<file path="config.mk">
export PLATFORM = sky130hd
export DESIGN_NAME = capture_timer
export DESIGN_NICKNAME = d
export VERILOG_FILES = /design/src/hdl/capture_timer.v
export VERILOG_INCLUDE_DIRS = /design/src /design/src/hdl
export SDC_FILE = /design/constraint.sdc
export NUM_CORES = 1
export LEC_CHECK = 0
export ABC_AREA = 1
export BUFFER_PORTS_ARGS = -buffer_cell sky130_fd_sc_hd__buf_2
export CORE_AREA = 2 2 147 149
export CTS_BUF_LIST = sky130_fd_sc_hd__clkbuf_16
export CTS_CLUSTER_SIZE = 8
export DETAILED_ROUTE_END_ITERATION = 8
export DIE_AREA = 0 0 149 151
export PLACE_DENSITY = 0.51
export SLEW_MARGIN = 10
export SYNTH_ARGS = -nofsm -noshare
export SYNTH_HDL_FRONTEND = slang
export SYNTH_SLANG_ARGS = --single-unit
</file>
<file path="constraint.sdc">
create_clock -name pclk -period 2.1 [get_ports pclk]
set_clock_uncertainty 0.05 [all_clocks]
set_input_delay 0.21 -clock pclk [delete_from_list [all_inputs] [get_ports pclk]]
set_output_delay 0.21 -clock pclk [all_outputs]
set_load 0.05 [all_outputs]
</file>
<file path="src/hdl/capture_timer_defs.vh">
// constants of the capture timer: register indices, fields, modes, reset values
// assumes inclusion by bare name from the design file
`ifndef CAPTURE_TIMER_DEFS_VH
`define CAPTURE_TIMER_DEFS_VH

// ****************************************
// register indices, byte address is four times the index
// ****************************************
`define IDX_CONTROL_A        6'h00
`define IDX_CONTROL_B        6'h01
`define IDX_EVENT_CONTROL    6'h04
`define IDX_INTERRUPT_ENABLE 6'h05
`define IDX_INTERRUPT_FLAGS  6'h06
`define IDX_RUN_STATE        6'h07
`define IDX_DEBUG_CONTROL    6'h08
`define IDX_BYTE_LATCH       6'h09
`define IDX_COUNT_VALUE      6'h0a
`define IDX_COMPARE_CAPTURE  6'h0c
`define CAPTURE_FLAG_VECTOR_OFFSET   8'h00

// ****************************************
// field positions
// ****************************************
`define CA_ENABLE            0
`define CA_CLOCK_SOURCE_SEL_LO         1
`define CA_CLOCK_SOURCE_SEL_HI         2
`define CA_RESTART_COMP      4
`define CA_RUN_STDBY         6
`define CB_MODE_LO           0
`define CB_MODE_HI           2
`define CB_OUT_EN            4
`define CB_OUT_INIT          5
`define CB_OUT_SEL_A         6
`define EC_INPUT_EN          0
`define EC_EDGE              4
`define EC_FILTER            6
`define FLAG_BIT             0

// ****************************************
// writable masks and reset values
// ****************************************
`define MASK_CONTROL_A       8'h57
`define MASK_CONTROL_B       8'h77
`define MASK_EVENT_CONTROL   8'h51
`define MASK_BIT0            8'h01
`define RESET_BYTE           8'h00
`define RESET_WORD           16'h0000

// ****************************************
// count modes and clock sources
// ****************************************
`define MODE_PERIODIC        3'h0
`define MODE_TIMEOUT         3'h1
`define MODE_CAPTURE         3'h2
`define MODE_FREQ            3'h3
`define MODE_PULSE_WIDTH     3'h4
`define MODE_FREQ_PW         3'h5
`define MODE_SINGLE_SHOT     3'h6
`define MODE_PWM8            3'h7
`define CLK_PER              2'h0
`define CLK_PER_HALF         2'h1
`define CLK_COMPANION        2'h2

`endif

</file>
<file path="src/hdl/capture_timer.v">
// 16-bit capture/compare timer with apb register slave, event in/out and irq line
// assumes companion timer signals and sleep levels come from logic on pclk,
// while event_in is asynchronous and is synchronised here
//
// The APB register port is this design's own decision.
`timescale 1ns/1ps
`include "capture_timer_defs.vh"

module capture_timer #(
    parameter ADDR_W = 8
) (
    // clock and reset
    input  wire              pclk,
    input  wire              presetn,
    // apb slave
    input  wire              psel,
    input  wire              penable,
    input  wire              pwrite,
    input  wire [ADDR_W-1:0] paddr,
    input  wire [31:0]       pwdata,
    output reg  [31:0]       prdata,
    output reg               pready,
    output reg               pslverr,
    // event network
    input  wire              event_in,
    output reg               event_out,
    // companion timer
    input  wire              companion_timer_clock,
    input  wire              companion_restart,
    // sleep and debug state
    input  wire              sleep_standby,
    input  wire              sleep_powerdown,
    input  wire              debug_halt,
    // outputs
    output reg               compare_out,
    output reg               irq
);

    // ****************************************
    // registers
    // ****************************************
    reg  [7:0]  control_a;
    reg  [7:0]  control_b;
    reg  [7:0]  event_control;
    reg  [7:0]  interrupt_enable;
    reg  [7:0]  debug_control;
    reg  [7:0]  byte_latch;
    reg  [15:0] count_value;
    reg  [15:0] compare_capture_value;
    reg         capture_flag;
    reg         run;
    reg         half_phase;
    reg  [1:0]  fpw_phase;
    reg         pwm_level;
    reg         sync_a;
    reg         sync_b;
    reg  [3:0]  samples;
    reg         filt;
    reg         evt_prev;

    // ****************************************
    // decode
    // ****************************************
    wire [5:0]  idx      = paddr[7:2];
    wire        aligned  = (paddr[1:0] == 2'b00);
    wire        setup    = psel & ~penable;
    wire        wr       = psel & penable & pready & pwrite & ~pslverr;
    wire        rd_done  = psel & penable & pready & ~pwrite & ~pslverr;
    wire        enable   = control_a[`CA_ENABLE];
    wire [1:0]  clk_sel  = control_a[`CA_CLOCK_SOURCE_SEL_HI:`CA_CLOCK_SOURCE_SEL_LO];
    wire [2:0]  count_mode_field = control_b[`CB_MODE_HI:`CB_MODE_LO];
    wire        compare_output_enable = control_b[`CB_OUT_EN];
    wire        output_initial_level  = control_b[`CB_OUT_INIT];
    wire        output_sel_a          = control_b[`CB_OUT_SEL_A];
    wire        event_input_enable    = event_control[`EC_INPUT_EN];
    wire        edge_sel = event_control[`EC_EDGE];
    wire        filter_en = event_control[`EC_FILTER];
    wire        restart_with_companion = control_a[`CA_RESTART_COMP];
    wire        run_in_standby = control_a[`CA_RUN_STDBY];
    wire        run_while_debug = debug_control[`FLAG_BIT];

    function mapped;
        input [5:0] i;
        begin
            mapped = (i == `IDX_CONTROL_A) || (i == `IDX_CONTROL_B) ||
                     (i == `IDX_EVENT_CONTROL) || (i == `IDX_INTERRUPT_ENABLE) ||
                     (i == `IDX_INTERRUPT_FLAGS) || (i == `IDX_RUN_STATE) ||
                     (i == `IDX_DEBUG_CONTROL) || (i == `IDX_BYTE_LATCH) ||
                     (i == `IDX_COUNT_VALUE) || (i == `IDX_COMPARE_CAPTURE);
        end
    endfunction

    // ****************************************
    // sleep gating and counter tick
    // ****************************************
    wire halted = ~enable | sleep_powerdown
                | (sleep_standby & ~run_in_standby)
                | (debug_halt & ~run_while_debug);
    reg tick;
    always @* begin
        case (clk_sel)
            `CLK_PER:       tick = ~halted;
            `CLK_PER_HALF:  tick = ~halted & half_phase;
            `CLK_COMPANION: tick = ~halted & companion_timer_clock;
            default:        tick = 1'b0;
        endcase
    end

    // ****************************************
    // event input: filter and edges
    // ****************************************
    // the filter looks at sync_b only, never at the first stage
    wire stable    = (samples == 4'hf) | (samples == 4'h0);
    wire evt_level = filter_en ? filt : sync_b;
    wire rise      = evt_level & ~evt_prev;
    wire fall      = ~evt_level & evt_prev;
    wire act_en    = event_input_enable & ~halted;
    wire act       = act_en & (edge_sel ? fall : rise);
    wire opp       = act_en & (edge_sel ? rise : fall);

    // ****************************************
    // count modes
    // ****************************************
    reg [15:0] next_count;
    reg [15:0] next_compare_capture_value;
    reg        next_run;
    reg        next_pwm;
    reg [1:0]  next_phase;
    reg        set_flag;
    reg        trig;
    always @* begin
        next_count = count_value;
        next_compare_capture_value  = compare_capture_value;
        next_run   = run;
        next_pwm   = pwm_level;
        next_phase = fpw_phase;
        set_flag   = 1'b0;
        trig       = 1'b0;
        case (count_mode_field)
            `MODE_PERIODIC: begin
                next_run = ~halted;
                if (tick) begin
                    if (count_value == compare_capture_value) begin
                        next_count = `RESET_WORD;
                        set_flag   = 1'b1;
                    end else
                        next_count = count_value + 16'h0001;
                end
            end
            `MODE_TIMEOUT: begin
                if (tick && run) begin
                    next_count = count_value + 16'h0001;
                    if (next_count == compare_capture_value)
                        set_flag = 1'b1;
                end
                if (act) begin
                    next_count = `RESET_WORD;
                    next_run   = 1'b1;
                end else if (opp)
                    next_run = 1'b0;
            end
            `MODE_CAPTURE, `MODE_FREQ: begin
                next_run = ~halted;
                if (tick)
                    next_count = count_value + 16'h0001;
                if (act) begin
                    next_compare_capture_value = count_value;
                    set_flag  = 1'b1;
                    if (count_mode_field == `MODE_FREQ)
                        next_count = `RESET_WORD;
                end
            end
            `MODE_PULSE_WIDTH: begin
                next_run = ~halted;
                if (tick)
                    next_count = count_value + 16'h0001;
                if (act)
                    next_count = `RESET_WORD;
                else if (opp) begin
                    next_compare_capture_value = count_value;
                    set_flag  = 1'b1;
                end
            end
            `MODE_FREQ_PW: begin
                if (tick && run)
                    next_count = count_value + 16'h0001;
                case (fpw_phase)
                    2'h0: if (act) begin
                        next_count = `RESET_WORD;
                        next_run   = 1'b1;
                        next_phase = 2'h1;
                    end
                    2'h1: if (opp) begin
                        next_compare_capture_value  = count_value;
                        next_phase = 2'h2;
                    end
                    2'h2: if (act) begin
                        next_run   = 1'b0;
                        set_flag   = 1'b1;
                        next_phase = 2'h3;
                    end
                    default: if (!capture_flag)
                        next_phase = 2'h0;
                endcase
            end
            `MODE_SINGLE_SHOT: begin
                // events while running are ignored
                if (run) begin
                    if (tick) begin
                        if (count_value == compare_capture_value) begin
                            next_run = 1'b0;
                            set_flag = 1'b1;
                        end else
                            next_count = count_value + 16'h0001;
                    end
                end else if (act) begin
                    trig       = 1'b1;
                    next_count = `RESET_WORD;
                    next_run   = 1'b1;
                end
            end
            default: begin
                next_run = ~halted;
                if (tick) begin
                    if (count_value[7:0] == compare_capture_value[7:0]) begin
                        next_count = `RESET_WORD;
                        set_flag   = 1'b1;
                    end else
                        next_count = {8'h00, count_value[7:0] + 8'h01};
                    if (next_count[7:0] == 8'h00)
                        next_pwm = (compare_capture_value[15:8] != 8'h00);
                    else if (next_count[7:0] == compare_capture_value[15:8])
                        next_pwm = 1'b0;
                end
            end
        endcase
        if (tick && restart_with_companion && companion_restart)
            next_count = `RESET_WORD;
        if (!enable)
            next_run = 1'b0;
    end

    // flag: hardware set beats w1c clear and the read-clear of capture data
    wire clr_flag = (wr && idx == `IDX_INTERRUPT_FLAGS && pwdata[`FLAG_BIT]) ||
                    (rd_done && idx == `IDX_COMPARE_CAPTURE);
    wire next_flag = set_flag | (capture_flag & ~clr_flag);

    reg next_out;
    always @* begin
        if (!compare_output_enable)
            next_out = 1'b0;
        else if (count_mode_field == `MODE_SINGLE_SHOT)
            next_out = output_sel_a ? (next_run | trig)
                                    : run;
        else if (count_mode_field == `MODE_PWM8)
            next_out = pwm_level;
        else
            next_out = output_initial_level;
    end

    reg [31:0] rdata;
    always @* begin
        case (idx)
            `IDX_CONTROL_A:        rdata = {24'h0, control_a};
            `IDX_CONTROL_B:        rdata = {24'h0, control_b};
            `IDX_EVENT_CONTROL:    rdata = {24'h0, event_control};
            `IDX_INTERRUPT_ENABLE: rdata = {24'h0, interrupt_enable};
            `IDX_INTERRUPT_FLAGS:  rdata = {31'h0, capture_flag};
            `IDX_RUN_STATE:        rdata = {31'h0, run};
            `IDX_DEBUG_CONTROL:    rdata = {24'h0, debug_control};
            `IDX_BYTE_LATCH:       rdata = {24'h0, byte_latch};
            `IDX_COUNT_VALUE:      rdata = {16'h0, count_value};
            `IDX_COMPARE_CAPTURE:  rdata = {16'h0, compare_capture_value};
            default:               rdata = 32'h0;
        endcase
    end

    // ****************************************
    // sequential state
    // ****************************************
    always @(posedge pclk or negedge presetn) begin
        if (!presetn) begin
            control_a             <= `RESET_BYTE;
            control_b             <= `RESET_BYTE;
            event_control         <= `RESET_BYTE;
            interrupt_enable      <= `RESET_BYTE;
            debug_control         <= `RESET_BYTE;
            byte_latch            <= `RESET_BYTE;
            count_value           <= `RESET_WORD;
            compare_capture_value <= `RESET_WORD;
            capture_flag          <= 1'b0;
            run                   <= 1'b0;
            half_phase            <= 1'b0;
            fpw_phase             <= 2'h0;
            pwm_level             <= 1'b0;
            sync_a                <= 1'b0;
            sync_b                <= 1'b0;
            samples               <= 4'h0;
            filt                  <= 1'b0;
            evt_prev              <= 1'b0;
            prdata                <= 32'h0;
            pready                <= 1'b0;
            pslverr               <= 1'b0;
            event_out             <= 1'b0;
            compare_out           <= 1'b0;
            irq                   <= 1'b0;
        end else begin
            sync_a   <= event_in;
            sync_b   <= sync_a;
            samples  <= {samples[2:0], sync_b};
            if (stable)
                filt <= samples[3];
            evt_prev <= evt_level;
            half_phase <= halted ? 1'b0 : ~half_phase;
            // no wait state: ready and read data are prepared in setup
            pready  <= setup;
            pslverr <= setup & ~(aligned & mapped(idx));
            prdata  <= setup ? rdata : 32'h0;
            count_value           <= next_count;
            compare_capture_value <= next_compare_capture_value;
            run       <= next_run;
            pwm_level <= next_pwm;
            fpw_phase <= next_phase;
            capture_flag <= next_flag;
            event_out    <= set_flag;
            irq          <= next_flag & interrupt_enable[`FLAG_BIT];
            compare_out  <= next_out;
            if (wr) begin
                case (idx)
                    `IDX_CONTROL_A:        control_a <= pwdata[7:0] & `MASK_CONTROL_A;
                    `IDX_CONTROL_B:        control_b <= pwdata[7:0] & `MASK_CONTROL_B;
                    `IDX_EVENT_CONTROL:    event_control <= pwdata[7:0] & `MASK_EVENT_CONTROL;
                    `IDX_INTERRUPT_ENABLE: interrupt_enable <= pwdata[7:0] & `MASK_BIT0;
                    `IDX_DEBUG_CONTROL:    debug_control <= pwdata[7:0] & `MASK_BIT0;
                    `IDX_BYTE_LATCH:       byte_latch <= pwdata[7:0];
                    `IDX_COUNT_VALUE:      count_value <= pwdata[15:0];
                    `IDX_COMPARE_CAPTURE:  compare_capture_value <= pwdata[15:0];
                    default:               byte_latch <= byte_latch;
                endcase
            end
        end
    end

endmodule // capture_timer

</file>
**Word level (Yosys, flattened, before mapping)**

Cells that the tools add are included.

- Register bits after elaboration: 107
- Bits of input ports: 51
- Output and inout port bits: 37

- Reductions and logical operators: 35
- Equal/unequal tests: 29
- Mux-type cells: 70
- Add/subtract/negate cells: 2
- Bitwise gates (word level): 39

Operators by type and width:

| cell | number |
|---|---|
| two-way mux 16 bit | 25 |
| one-hot mux 16 bit (10 select lines) | 1 |
| one-hot mux 16 bit (6 select lines) | 1 |
| one-hot mux 16 bit (3 select lines) | 1 |
| equality test 16 bit | 2 |
| two-way mux 32 bit | 1 |
| two-way mux 1 bit | 31 |
| equality test 6 x 3 -> 1 bit (second input constant) | 4 |
| equality test 6 x 4 -> 1 bit (second input constant) | 4 |
| bitwise AND 1 bit | 20 |
| adder 16 x 1 -> 16 bit (second input constant) | 1 |
| equality test 8 bit | 2 |
| NOT 1 bit | 13 |
| equality test 3 bit (second input constant) | 4 |
| AND reduction 2 bit | 6 |
| logical OR 1 bit | 10 |
| adder 8 x 1 -> 8 bit (second input constant) | 1 |
| logical NOT 8 bit | 1 |
| two-way mux 2 bit | 4 |
| two-way mux 8 bit | 1 |
| nonzero test 8 bit | 1 |
| OR reduction 7 bit | 1 |
| equality test 3 x 2 -> 1 bit (second input constant) | 2 |
| equality test 6 x 1 -> 1 bit (second input constant) | 1 |
| other kinds (20) | 37 |

**Longest topological paths before layout**

Gate-level depths: netlist of run 1.

- Word-level depth: 15
- Depth in mapped cells: 18
- Gate-level depth less buffers: 18

**Worst setup path after synthesis of run 1**

OpenSTA, ideal clock, no wires.

- Path type: register to register
- Start point: register pready
- End point: register count_value[10]
- Path slack: 50 ps
- Path buffers: 1
- Cell stages (with the launch flop): 11
- Data required time: 1932 ps
- Library setup time: 118 ps
- Arrival: 1883 ps
- Cells stage by stage: dfrtp_1 nand3_1 nor3_4 inv_1 nor2_4 inv_2 nand2_1 inv_2 buf_2 nand3_1 nand2_1

- Longest elaborated chain between the ends: 4

Ends and longest elaborated chain:

| what | line | source |
|---|---|---|
| start, declared | capture_timer.v:22 | `output reg pready,` |
| start signal, assigned | capture_timer.v:316 | `pready <= setup;` |
| bitwise AND 1 bit (3 in series) | capture_timer.v:67 | `wire wr = psel & penable & pready & pwrite & ~pslverr;` |
| two-way mux 16 bit | capture_timer.v:328 | `if (wr) begin` |
| end signal, assigned | capture_timer.v:289 | `` count_value <= `RESET_WORD; `` |
| end signal, assigned | capture_timer.v:319 | `count_value <= next_count;` |
| end signal, assigned | capture_timer.v:336 | `` `IDX_COUNT_VALUE: count_value <= pwdata[15:0]; `` |
| end, declared | capture_timer.v:48 | `reg [15:0] count_value;` |

Every way passes these cells.
A chain may end at the register's enable or synchronous reset.

**Worst setup path after layout of run 1**

- Start point: register count_value[1]
- End point: register count_value[0]

- Longest elaborated chain between the ends: 9
- Elaborated cells on any way between the ends: 15
- Classes of those cells: eq/ne: 2; mux: 13

Ends and longest elaborated chain:

| what | line | source |
|---|---|---|
| equality test 8 bit | capture_timer.v:225 | `if (count_value[7:0] == compare_capture_value[7:0]) begin` |
| two-way mux 8 bit | capture_timer.v:225 |  |
| two-way mux 16 bit | capture_timer.v:224 | `if (tick) begin` |
| two-way mux 16 bit | capture_timer.v:139 | `case (count_mode_field)` |
| two-way mux 16 bit | capture_timer.v:224 |  |
| one-hot mux 16 bit (6 select lines) (*) | capture_timer.v:139 |  |
| two-way mux 16 bit (*) | capture_timer.v:237 | `if (tick && restart_with_companion && companion_restart)` |
| two-way mux 16 bit | capture_timer.v:329 | `case (idx)` |
| two-way mux 16 bit (*) | capture_timer.v:328 |  |

Mark *: on every way between the ends. The rest lies on a longest branch, timed or not. The select of a mux whose other input is x is not followed.

==> results.sh, run 1 <==
export IMPL_dpl_cell_count=1488
export IMPL_hold_start="pwdata[11]"
export IMPL_fillers=2172
export IMPL_report_final_slew_viol_count=0
export IMPL_cts_tree="built"
export IMPL_synth_adder_area_share_pct=1.92
export IMPL_drt_iter0_drc=585
export IMPL_drcViolationCount=0
export IMPL_power_share_switching_pct=40.5
export IMPL_grt_overflow=0
export IMPL_core_um2=20800
export IMPL_fp_dieH_um=151
export IMPL_clkPwrFrac_pct=25.5
export IMPL_wl_met2_mm=12.2
export IMPL_rsz0062_at_grt="true"
export IMPL_dr_pass1_iters=6
export IMPL_grt_pass1_vias=7206
export IMPL_avgRoutedWirePerCell_um=17.4
export IMPL_end_kind="flop"
export IMPL_stdcell_count=1525
export IMPL_max_slew_margin_pct=59.9
export IMPL_cts_made_buffers=9
export IMPL_timing_final_crit_period_ps=2170
export IMPL_cts_max_level=3
export IMPL_finalSetupViolations=7
export IMPL_leakage_nw=4.79
export IMPL_violations="setup timing"
export IMPL_synth_compound_area_share_pct=17.6
export IMPL_worstHoldPathType="primary input to flop"
export IMPL_worst_pin_slew_ps=601
export IMPL_synthCells=1042
export IMPL_clk_latency_ps=360
export IMPL_cts_root_buf="clkbuf_16"
export IMPL_topRoutingLayerUsed="met4"
export IMPL_rows=53
export IMPL_dp_hpwl_mm=20.4
export IMPL_seq_area_frac_synth_pct=31.8
export IMPL_gp_congestion=0.953
export IMPL_outcome="complete, but fails checks"
export IMPL_boundaryPins=88
export IMPL_timing_final_crit_share_pct=103
export IMPL_start_util_pct=34.4
export IMPL_timing_hold_violations_final=0
export IMPL_maxCapViolCount=0
export IMPL_chipWidth_um=149
export IMPL_synth_flop_cell="dfrtp_1"
export IMPL_power_internal_mw=4.03
export IMPL_fin_hold_ws_ps=17.0
export IMPL_grt_pass1_wl_mm=40.4
export IMPL_dieArea_um2=22500
export IMPL_drive_above_1_share_pct=35.2
export IMPL_pre_cts_ws_ps=-125
export IMPL_r2r_start="count_value[1]$_DFF_PN0_"
export IMPL_wl_mm=26.6
export IMPL_synth_area_mux_share_pct=0
export IMPL_via_count=7692
export IMPL_setup_ws_ps=-65.2
export IMPL_grt_max_degree=38
export IMPL_crit_path_max_incr_delay_ps=450
export IMPL_antenna_found_initial=0
export IMPL_power_switching_mw=2.75
export IMPL_path_clk_slew_ps=80
export IMPL_crit_required_ps=2300
export IMPL_vias_per_cell=5.04
export IMPL_power_density_nw_per_um2=681
export IMPL_critPathLaunch="count_value[1]$_DFF_PN0_"
export IMPL_ant_nets=0
export IMPL_synth_avg_cell_area_um2=6.88
export IMPL_final_cell_area_um2=9950
export IMPL_dpl_cell_area_um2=8780
export IMPL_power_frac_seq_pct=30.7
export IMPL_finish_net_count=1307
export IMPL_crit_chain="buf_6 -> xnor2_4 -> nand3_2 -> nor2_4 -> nand2_2 -> ha_4 -> o211ai_1 -> o21ai_1 -> nor2_1 -> nand2_1 -> nand2_1 -> nand2_1 -> nand2_1 -> nand2_1"
export IMPL_dr_wl_met3_mm=1.50
export IMPL_cp_common_cell="nand2_1"
export IMPL_cp_max_fo=5
export IMPL_yosysWarnings=0
export IMPL_synth_edf_count=0
export IMPL_fmax_ghz=0.462
export IMPL_synth_top_family_by_area="simple AND/OR/NAND/NOR gates"
export IMPL_portBuffers=55
export IMPL_synth_xor_area_share_pct=2.18
export IMPL_crit_arrival_ps=2370
export IMPL_cts_buffer_depth=2
export IMPL_area_growth_pct=38.8
export IMPL_drt_met1_wl_mm=12.4
export IMPL_yosys_area_share_simple_pct=34.3
export IMPL_syn_area_um2=7170
export IMPL_cts_sink_count=91
export IMPL_finalSetupTns_ps=-228
export IMPL_ys_types=52
export IMPL_synthArstFlopShare_pct=100
export IMPL_slowest_stage="dfrtp_2"
export IMPL_crit_buf_inv=1
export IMPL_critPathKind="flop to flop"
export IMPL_cp_top_family="simple AND/OR/NAND/NOR gates"
export IMPL_antenna_cells=0
export IMPL_ys_seq_elements=91
export IMPL_power_share_combinational_pct=43.8
export IMPL_vdd_drop_max_v=0.000436
export IMPL_cp_start_kind="flop"
export IMPL_grtUsageTotal_pct=23.8
sequential cells by signal, summed over array words and instances (netlist names), 2 cells and up:
signal                 cells
samples                    4
event_control              3
count_value               16
control_b                  6
control_a                  5
prdata                    16
byte_latch                 8
fpw_phase                  2
compare_capture_value     16
power groups by stage:
stage / clock network, mW / logic (mW) / registers (mW)
detailed placement: 0 / 2.61 / 2.10
global placement: 0 / 2.60 / 2.09
global route: 1.84 / 3.26 / 2.10
CTS: 1.78 / 2.71 / 2.07
floorplan: 0 / 1.64 / 2.00
finish: 1.73 / 2.97 / 2.08
logic make-up (layout without fill, tap and decap cells):
logic type,Yosys count,count (layout)
adder cells (fa/ha/maj),11,11
buffers and inverters,185,378
other,1,16
XOR/XNOR,17,17
AND/OR/NAND/NOR,526,526
flip-flops,91,91
AO/OA/AOI/OAI,211,211
layout by cell type, fill, tap and decap left out, drive strengths merged, types with 15 or more instances in the layout:
master | synthesis | routed
nand2 | 317 | 317
buf | 48 | 239
inv | 118 | 121
nor2 | 110 | 110
dfrtp | 91 | 91
o21ai | 81 | 81
nand3 | 72 | 72
a21oi | 52 | 52
a22oi | 22 | 22
o22ai | 19 | 19
o211ai | 16 | 16
conb | 1 | 16
xor2 | 15 | 15
cell type report:
cell class | instances | area [um^2] | area share [%]
Inverter | 120 | 468 | 4.70
Clock inverter | 7 | 88.8 | 0.893
Tap cell | 275 | 344 | 3.46
Multi-Input combinational cell | 781 | 4610 | 46.4
Sequential cell | 91 | 2280 | 22.9
Timing Repair Buffer | 242 | 1930 | 19.4
Clock buffer | 9 | 225 | 2.26
cell usage after synthesis (3+ instances only):
library cell / instances / share of area, %
nor2_1: 80 / 4.2
buf_6: 8 / 1.3
a22oi_2: 3 / 0.52
buf_2: 17 / 1.2
nor3_1: 10 / 0.70
buf_4: 22 / 2.3
nand2_1: 296 / 15
o22ai_1: 19 / 1.7
o21ai_0: 62 / 4.3
a22oi_1: 19 / 2.0
clkbuf_1: 14 / 0.73
nand2_2: 16 / 1.4
inv_1: 99 / 5.2
a221oi_1: 3 / 0.37
nand3_4: 3 / 0.73
o21ai_1: 17 / 1.2
a21oi_1: 52 / 3.6
nand4_1: 8 / 0.70
nand3_1: 60 / 4.2
nand3_2: 9 / 1.3
o21a_1: 4 / 0.42
o211ai_1: 16 / 1.7
dfrtp_1: 91 / 32
nand2_4: 5 / 0.79
inv_2: 18 / 0.94
ha_1: 11 / 1.9
a31oi_1: 5 / 0.44
nor4_1: 3 / 0.26
xor2_1: 14 / 1.7
clkbuf_2: 3 / 0.21
nor2_4: 14 / 2.2
nor2_2: 15 / 1.3
per-layer routing:
layer / up-vias / global-route usage, %
met5: - / 0
met4: 0 / 6.19
met3: 34 / 3.98
met2: 203 / 37.9
met1: 3671 / 33.5
li1: 3784 / -
worst paths after layout:
check / end / slack [ps] / depth (start not counted)
worst max-delay path: count_value[0]$_DFF_PN0_ / -70 / 14
worst min-delay path: count_value[11]$_DFF_PN0_ / 20 / 3
worst max register to register: count_value[0]$_DFF_PN0_ / -70 / 14
worst min register to register: sync_b$_DFF_PN0_ / 300 / 0
max in group asynchronous: count_value[1]$_DFF_PN0_ / 1150 / 3
min in group asynchronous: sync_a$_DFF_PN0_ / 270 / 2
what timing repair did:
action                                  4_1_cts  5_1_grt
hold buffers                                  2        0
gates resized for setup                      30      144
pin swaps                                     7       36
hold endpoints to repair                     30        0
endpoints found under the setup margin       26       40
setup buffers                                 4       14
gates cloned                                  0        1
worst min-delay path, delay by kind of cell:
kind / cells / cell delay (ps)
buf+inv: 1 / 90
simple gates: 2 / 100
through the flow:
stage | power, mW | utilization (%)
2_1_floorplan | 3.64 | -
3_3_place_gp | 4.69 | 42.2
3_5_place_dp | 4.71 | 42.2
4_1_cts | 6.57 | 44.5
5_1_grt | 7.20 | 47.8
6_report | 6.78 | 47.8
(Power assumes the default switching activity.)
==> run 2: changes to the inputs <==
- CORE_AREA: 2 2 147 149 -> 2 2 164 134
- DIE_AREA: 0 0 149 151 -> 0 0 166 136
==> run 2 against run 1 <==
The flow still finishes with violations (setup timing); die area increased by 0.34%; sequential share of layout area shrank 0.29 points; non-clock buffer count up 12; critical path type unchanged; largest cell class unchanged; highest routed layer unchanged.
==> results.sh, run 2 (synthesis gave the netlist of run 1 again) <==
export IMPL_power_density_nw_per_um2=698
export IMPL_drive_above_1_share_pct=37.9
export IMPL_rows=48
export IMPL_max_slew_margin_pct=63.7
export IMPL_fp_dieH_um=136
export IMPL_grtUsageTotal_pct=23.5
export IMPL_cts_max_level=3
export IMPL_hold_path_depth=3
export IMPL_dr_pass1_iters=5
export IMPL_boundaryPins=88
export IMPL_grt_pass1_wl_mm=40.3
export IMPL_timing_hold_violations_final=0
export IMPL_fillers=2131
export IMPL_end_kind="flop"
export IMPL_fmax_ghz=0.455
export IMPL_ant_nets=0
export IMPL_antenna_found_initial=1
export IMPL_via_count=7790
export IMPL_area_growth_pct=40.8
export IMPL_finish_net_count=1320
export IMPL_cts_sink_count=91
export IMPL_crit_required_ps=2310
export IMPL_drcViolationCount=0
export IMPL_crit_chain="inv_2 -> nor2_4 -> nand3_4 -> nor2_4 -> nand3_4 -> nand2_2 -> nand2_2 -> o21ai_4 -> buf_6 -> nand2_4 -> buf_6 -> o211ai_1 -> nand3_1 -> nand3_1 -> nand2_1"
export IMPL_maxCapViolCount=0
export IMPL_portBuffers=55
export IMPL_final_common_cell="nand2_1"
export IMPL_path_clk_slew_ps=90
export IMPL_outcome="complete, but fails checks"
export IMPL_cts_buffer_depth=2
export IMPL_crit_buf_inv=3
export IMPL_rsz0062_at_grt="true"
export IMPL_cp_max_fo=8
export IMPL_critPathKind="flop to flop"
export IMPL_final_cell_mix="nand2_1 (255), buf_4 (163), inv_1 (88)"
export IMPL_fin_util_pct=47.9
export IMPL_worstHoldPathType="primary input to flop"
export IMPL_avgRoutedWirePerCell_um=17.5
export IMPL_power_mw=7.04
export IMPL_cp_num_cells=15
export IMPL_cts_made_buffers=9
export IMPL_r2r_start="control_a[0]$_DFFE_PN0P_"
export IMPL_worst_pin_slew_ps=544
export IMPL_core_um2=21100
export IMPL_crit_path_max_incr_delay_ps=360
export IMPL_timing_final_crit_period_ps=2200
export IMPL_clk_latency_ps=370
export IMPL_cts_root_buf="clkbuf_16"
export IMPL_slowest_stage="dfrtp_1"
export IMPL_grt_pass1_vias=7032
export IMPL_wl_mm=27.0
export IMPL_start_util_pct=34.0
export IMPL_drt_iter0_drc=687
export IMPL_timing_final_crit_share_pct=105
export IMPL_largest_registers="compare_capture_value (16), count_value (16), prdata (16)"
export IMPL_vias_per_cell=5.07
export IMPL_dieArea_um2=22600
export IMPL_gp_congestion=0.964
export IMPL_report_final_slew_viol_count=0
export IMPL_violations="setup timing"
export IMPL_cp_start_kind="flop"
export IMPL_cts_tree="built"
export IMPL_setup_ws_ps=-97.5
export IMPL_antenna_cells=0
export IMPL_reg2reg_to="count_value[10]$_DFF_PN0_"
export IMPL_leakage_nw=4.86
export IMPL_grt_max_degree=39
export IMPL_finalSetupViolations=15
export IMPL_r2r_slack_ps=-100
export IMPL_pre_cts_ws_ps=-115
export IMPL_vdd_drop_max_v=0.000395
export IMPL_hold_start="pwdata[15]"
export IMPL_dp_hpwl_mm=20.5
export IMPL_reg2regPathDepth=15
export IMPL_chipWidth_um=166
export IMPL_cp_top_family="simple AND/OR/NAND/NOR gates"
export IMPL_crit_arrival_ps=2410
export IMPL_grt_overflow=0
export IMPL_whs_endpoint="count_value[15]$_DFF_PN0_"
-- run 2: cell count changes in the layout (fill, tap and decap cells not counted), moves of 9 or more --
cell | previous run | this run
nand2_1 | 276 | 255
nand2_2 | 28 | 45
buf_4 | 151 | 163
nand3_1 | 56 | 45
o22ai_1 | 7 | 18
nand3_2 | 10 | 19
-- run 2: worst max path at each step --
stage	end	slack (ps)	from
4_1_cts	count_value[0]$_DFF_PN0_	-50	count_value[7]$_DFF_PN0_
3_5_place_dp	count_value[14]$_DFF_PN0_	-110	count_value[0]$_DFF_PN0_
5_1_grt	count_value[13]$_DFF_PN0_	-230	compare_capture_value[4]$_DFF_PN0_
3_3_place_gp	count_value[11]$_DFF_PN0_	-80	control_a[1]$_DFFE_PN0P_
6_report	count_value[10]$_DFF_PN0_	-100	control_a[0]$_DFFE_PN0P_
2_1_floorplan	count_value[10]$_DFF_PN0_	50	pready$_DFF_PN0_
-- run 2: what timing repair did --
action / in CTS / in global routing
resized for setup: 42 / 163
cloned: 0 / 1
endpoints found under the setup margin: 21 / 33
hold endpoints to repair: 26 / 0
buffers inserted: 5 / 18
hold buffers: 5 / 0
pin swaps: 17 / 50
-- run 2: stage by stage --
step	instances	hold WS (ps)	instance area (um^2)	TNS, ps
2_1_floorplan	1057	-136	7230	0
3_3_place_gp	1495	94.4	8800	-823
3_5_place_dp	1495	97.7	8800	-991
4_1_cts	1520	0.847	9330	-326
5_1_grt	1538	18.1	10100	-2980
6_report	1538	7.19	10100	-581
-- run 2: power breakdown --
part,internal [mW],switching (mW)
registers,1.89,0.170
logic,1.38,1.87
clock network,0.851,0.885
total,4.12,2.92
-- run 2: worst min-delay path, cell delays in order --
cell	delay [ps]
buf_2	90
nand2_1	50
nand2_1	50
-- run 2: cell type report --
type | instances | area [um^2] | area share [%]
clock inverter | 7 | 80.1 | 0.793
tap | 275 | 344 | 3.41
clock buffer | 9 | 225 | 2.23
sequential | 91 | 2290 | 22.7
timing repair buffer | 254 | 1970 | 19.6
timing repair inverter | 1 | 6.26 | 0.0620
multi-input combinational | 781 | 4710 | 46.6
inverter | 120 | 470 | 4.66
-- run 2: routing by layer --
layer	vias to the layer above	share of wire, %	GRT usage, %
li1	3801	-	-
met1	3737	49	35.0
met2	232	43	35.7
met3	20	6.1	4.28
met4	0	1.1	4.11
met5	-	0	0
==> run 3: changes to the inputs <==
- PLACE_DENSITY: 0.51 -> 0.49
- clock period: 2.1 -> 2.8 ns (I/O delays scaled with it)
==> run 3 against run 2 <==
The run now ends clean; combinational power shrank 55%; register-to-register slack improved by 390 ps; critical path type unchanged; via count is 9.1% lower; largest cell class unchanged; worst setup slack better by 390 ps; critical endpoint is now count_value[14]$_DFF_PN0_; clock power decreased by 24%.
==> results.sh, run 3 (synthesis gave the netlist of run 1 again) <==
export IMPL_outcome="completed"
export IMPL_rsz0062_at_grt="false"
export IMPL_cts_sink_count=91
export IMPL_cts_root_buf="clkbuf_16"
export IMPL_dpl_cell_area_um2=7700
export IMPL_avgRoutedWirePerCell_um=18.4
export IMPL_antenna_found_initial=0
export IMPL_cp_max_fo=5
export IMPL_gp_congestion=0.929
export IMPL_finish_net_count=1159
export IMPL_final_common_cell="nand2_1"
export IMPL_cts_resized=0
export IMPL_finalSetupViolations=0
export IMPL_dpl_cell_count=1359
export IMPL_cts_buffer_depth=2
export IMPL_crit_chain="ha_1 -> nand2_4 -> nor2_8 -> nand2_2 -> nor2_2 -> nand2_1 -> xor2_1 -> nand2_1 -> nand3_1 -> nor2_1 -> nor2_1 -> nand3_1 -> nand3_1 -> nand2_1"
export IMPL_stdcell_count=1377
export IMPL_maxCapViolCount=0
export IMPL_power_mw=4.41
export IMPL_cp_start_kind="flop"
export IMPL_cts_tree="built"
export IMPL_vias_per_cell=5.15
export IMPL_timing_final_crit_period_ps=2500
export IMPL_leakage_nw=3.90
export IMPL_max_slew_margin_pct=52.8
export IMPL_grt_pass1_wl_mm=39.8
export IMPL_grt_overflow=0
export IMPL_clkPwrFrac_pct=30.0
export IMPL_path_clk_slew_ps=80
export IMPL_power_frac_seq_pct=37.1
export IMPL_vdd_drop_max_v=0.000246
export IMPL_power_internal_mw=2.59
export IMPL_rows=48
export IMPL_wl_mm=25.3
export IMPL_cts_made_buffers=9
export IMPL_via_count=7085
export IMPL_crit_required_ps=2990
export IMPL_dp_hpwl_mm=19.6
export IMPL_end_kind="flop"
export IMPL_final_cell_area_um2=8030
export IMPL_crit_buf_inv=0
export IMPL_power_share_switching_pct=41.3
export IMPL_timing_hold_violations_final=0
export IMPL_power_density_nw_per_um2=549
export IMPL_final_cell_mix="nand2_1 (296), inv_1 (99), dfrtp_1 (91)"
export IMPL_report_final_slew_viol_count=0
export IMPL_worstHoldPathType="primary input to flop"
export IMPL_portBuffers=55
export IMPL_slowest_stage="dfrtp_1"
export IMPL_dr_pass1_iters=5
export IMPL_worst_pin_slew_ps=701
export IMPL_core_um2=21100
export IMPL_crit_path_max_incr_delay_ps=450
export IMPL_area_growth_pct=12.0
export IMPL_drcViolationCount=0
export IMPL_grt_pass1_vias=6577
export IMPL_crit_arrival_ps=2700
export IMPL_fmax_ghz=0.399
export IMPL_antenna_cells=0
export IMPL_grt_max_degree=43
export IMPL_fp_dieH_um=136
export IMPL_timing_final_crit_share_pct=89.4
export IMPL_drive_above_1_share_pct=18.1
export IMPL_ant_nets=0
export IMPL_grtUsageTotal_pct=23.1
export IMPL_finalSetupTns_ps=0
export IMPL_boundaryPins=88
export IMPL_chipWidth_um=166
export IMPL_clk_latency_ps=370
export IMPL_power_share_combinational_pct=32.9
export IMPL_cp_top_family="simple AND/OR/NAND/NOR gates"
export IMPL_cts_max_level=3
export IMPL_start_util_pct=34.0
export IMPL_dieArea_um2=22600
export IMPL_power_switching_mw=1.82
export IMPL_drt_iter0_drc=687
export IMPL_largest_registers="compare_capture_value (16), count_value (16), prdata (16)"
export IMPL_critPathKind="flop to flop"
==> run 3: cell types whose count changed in the layout (fill, tap and decap cells not counted), sizes merged <==
cell | before | now
inv | 124 | 122
buf | 249 | 92
bufinv | 0 | 1
dlygate4sd3 | 5 | 2
==> run 3: worst paths after layout <==
path	startpoint	cells past startpoint	slack (ps)	to
max	count_value[0]$_DFF_PN0_	14	300	count_value[14]$_DFF_PN0_
min	pwdata[13]	3	80	count_value[13]$_DFF_PN0_
max reg2reg	count_value[0]$_DFF_PN0_	14	300	count_value[14]$_DFF_PN0_
min reg2reg	sync_a$_DFF_PN0_	0	300	sync_b$_DFF_PN0_
max in group asynchronous	presetn	3	1570	event_control[0]$_DFFE_PN0P_
min in group asynchronous	presetn	2	400	sync_a$_DFF_PN0_
==> run 3: power groups by stage <==
| stage | clock network [mW] | logic (mW) | registers [mW] |
|---|---|---|---|
| 6_report | 1.33 | 1.45 | 1.64 |
| 5_1_grt | 1.42 | 1.62 | 1.66 |
| 4_1_cts | 1.36 | 1.43 | 1.63 |
| 3_5_place_dp | 0 | 1.43 | 1.66 |
| 3_3_place_gp | 0 | 1.43 | 1.66 |
| 2_1_floorplan | 0 | 1.23 | 1.50 |
==> run 3: cell type report <==
type | instances | area (um^2)
clock inverters | 7 | 82.6
well taps | 275 | 344
fillers | 2313 | 13000
inverters | 120 | 453
repair buffers | 94 | 576
multi-input cells | 781 | 4070
flip-flops and latches | 91 | 2280
clock buffers | 9 | 225
==> run 3: stage by stage <==
step	hold WS, ps	setup WS, ps	utilization (%)
finish	78.7	296	38.1
global route	72.4	71.3	38.1
CTS	66.4	336	38.1
detailed placement	260	367	36.5
global placement	259	353	36.5
floorplan	-65.6	750	-
==> run 3: repair_timing <==
item / CTS / global route
buffers inserted: 0 / 0
hold endpoints to repair: 40 / 0
hold buffers: 2 / 0
setup endpoints to repair: 0 / 0
==> run 3: worst min-delay path: stages <==
cell,delay (ps)
buf_2,90
nand2_1,50
nand2_1,50
==> run 3: routing by layer <==
metal  global-route usage [%]  wire [um]
met5                        0          0
met4                     4.98        311
met3                     4.19       1780
met2                     33.3      10300
met1                     35.6      12900
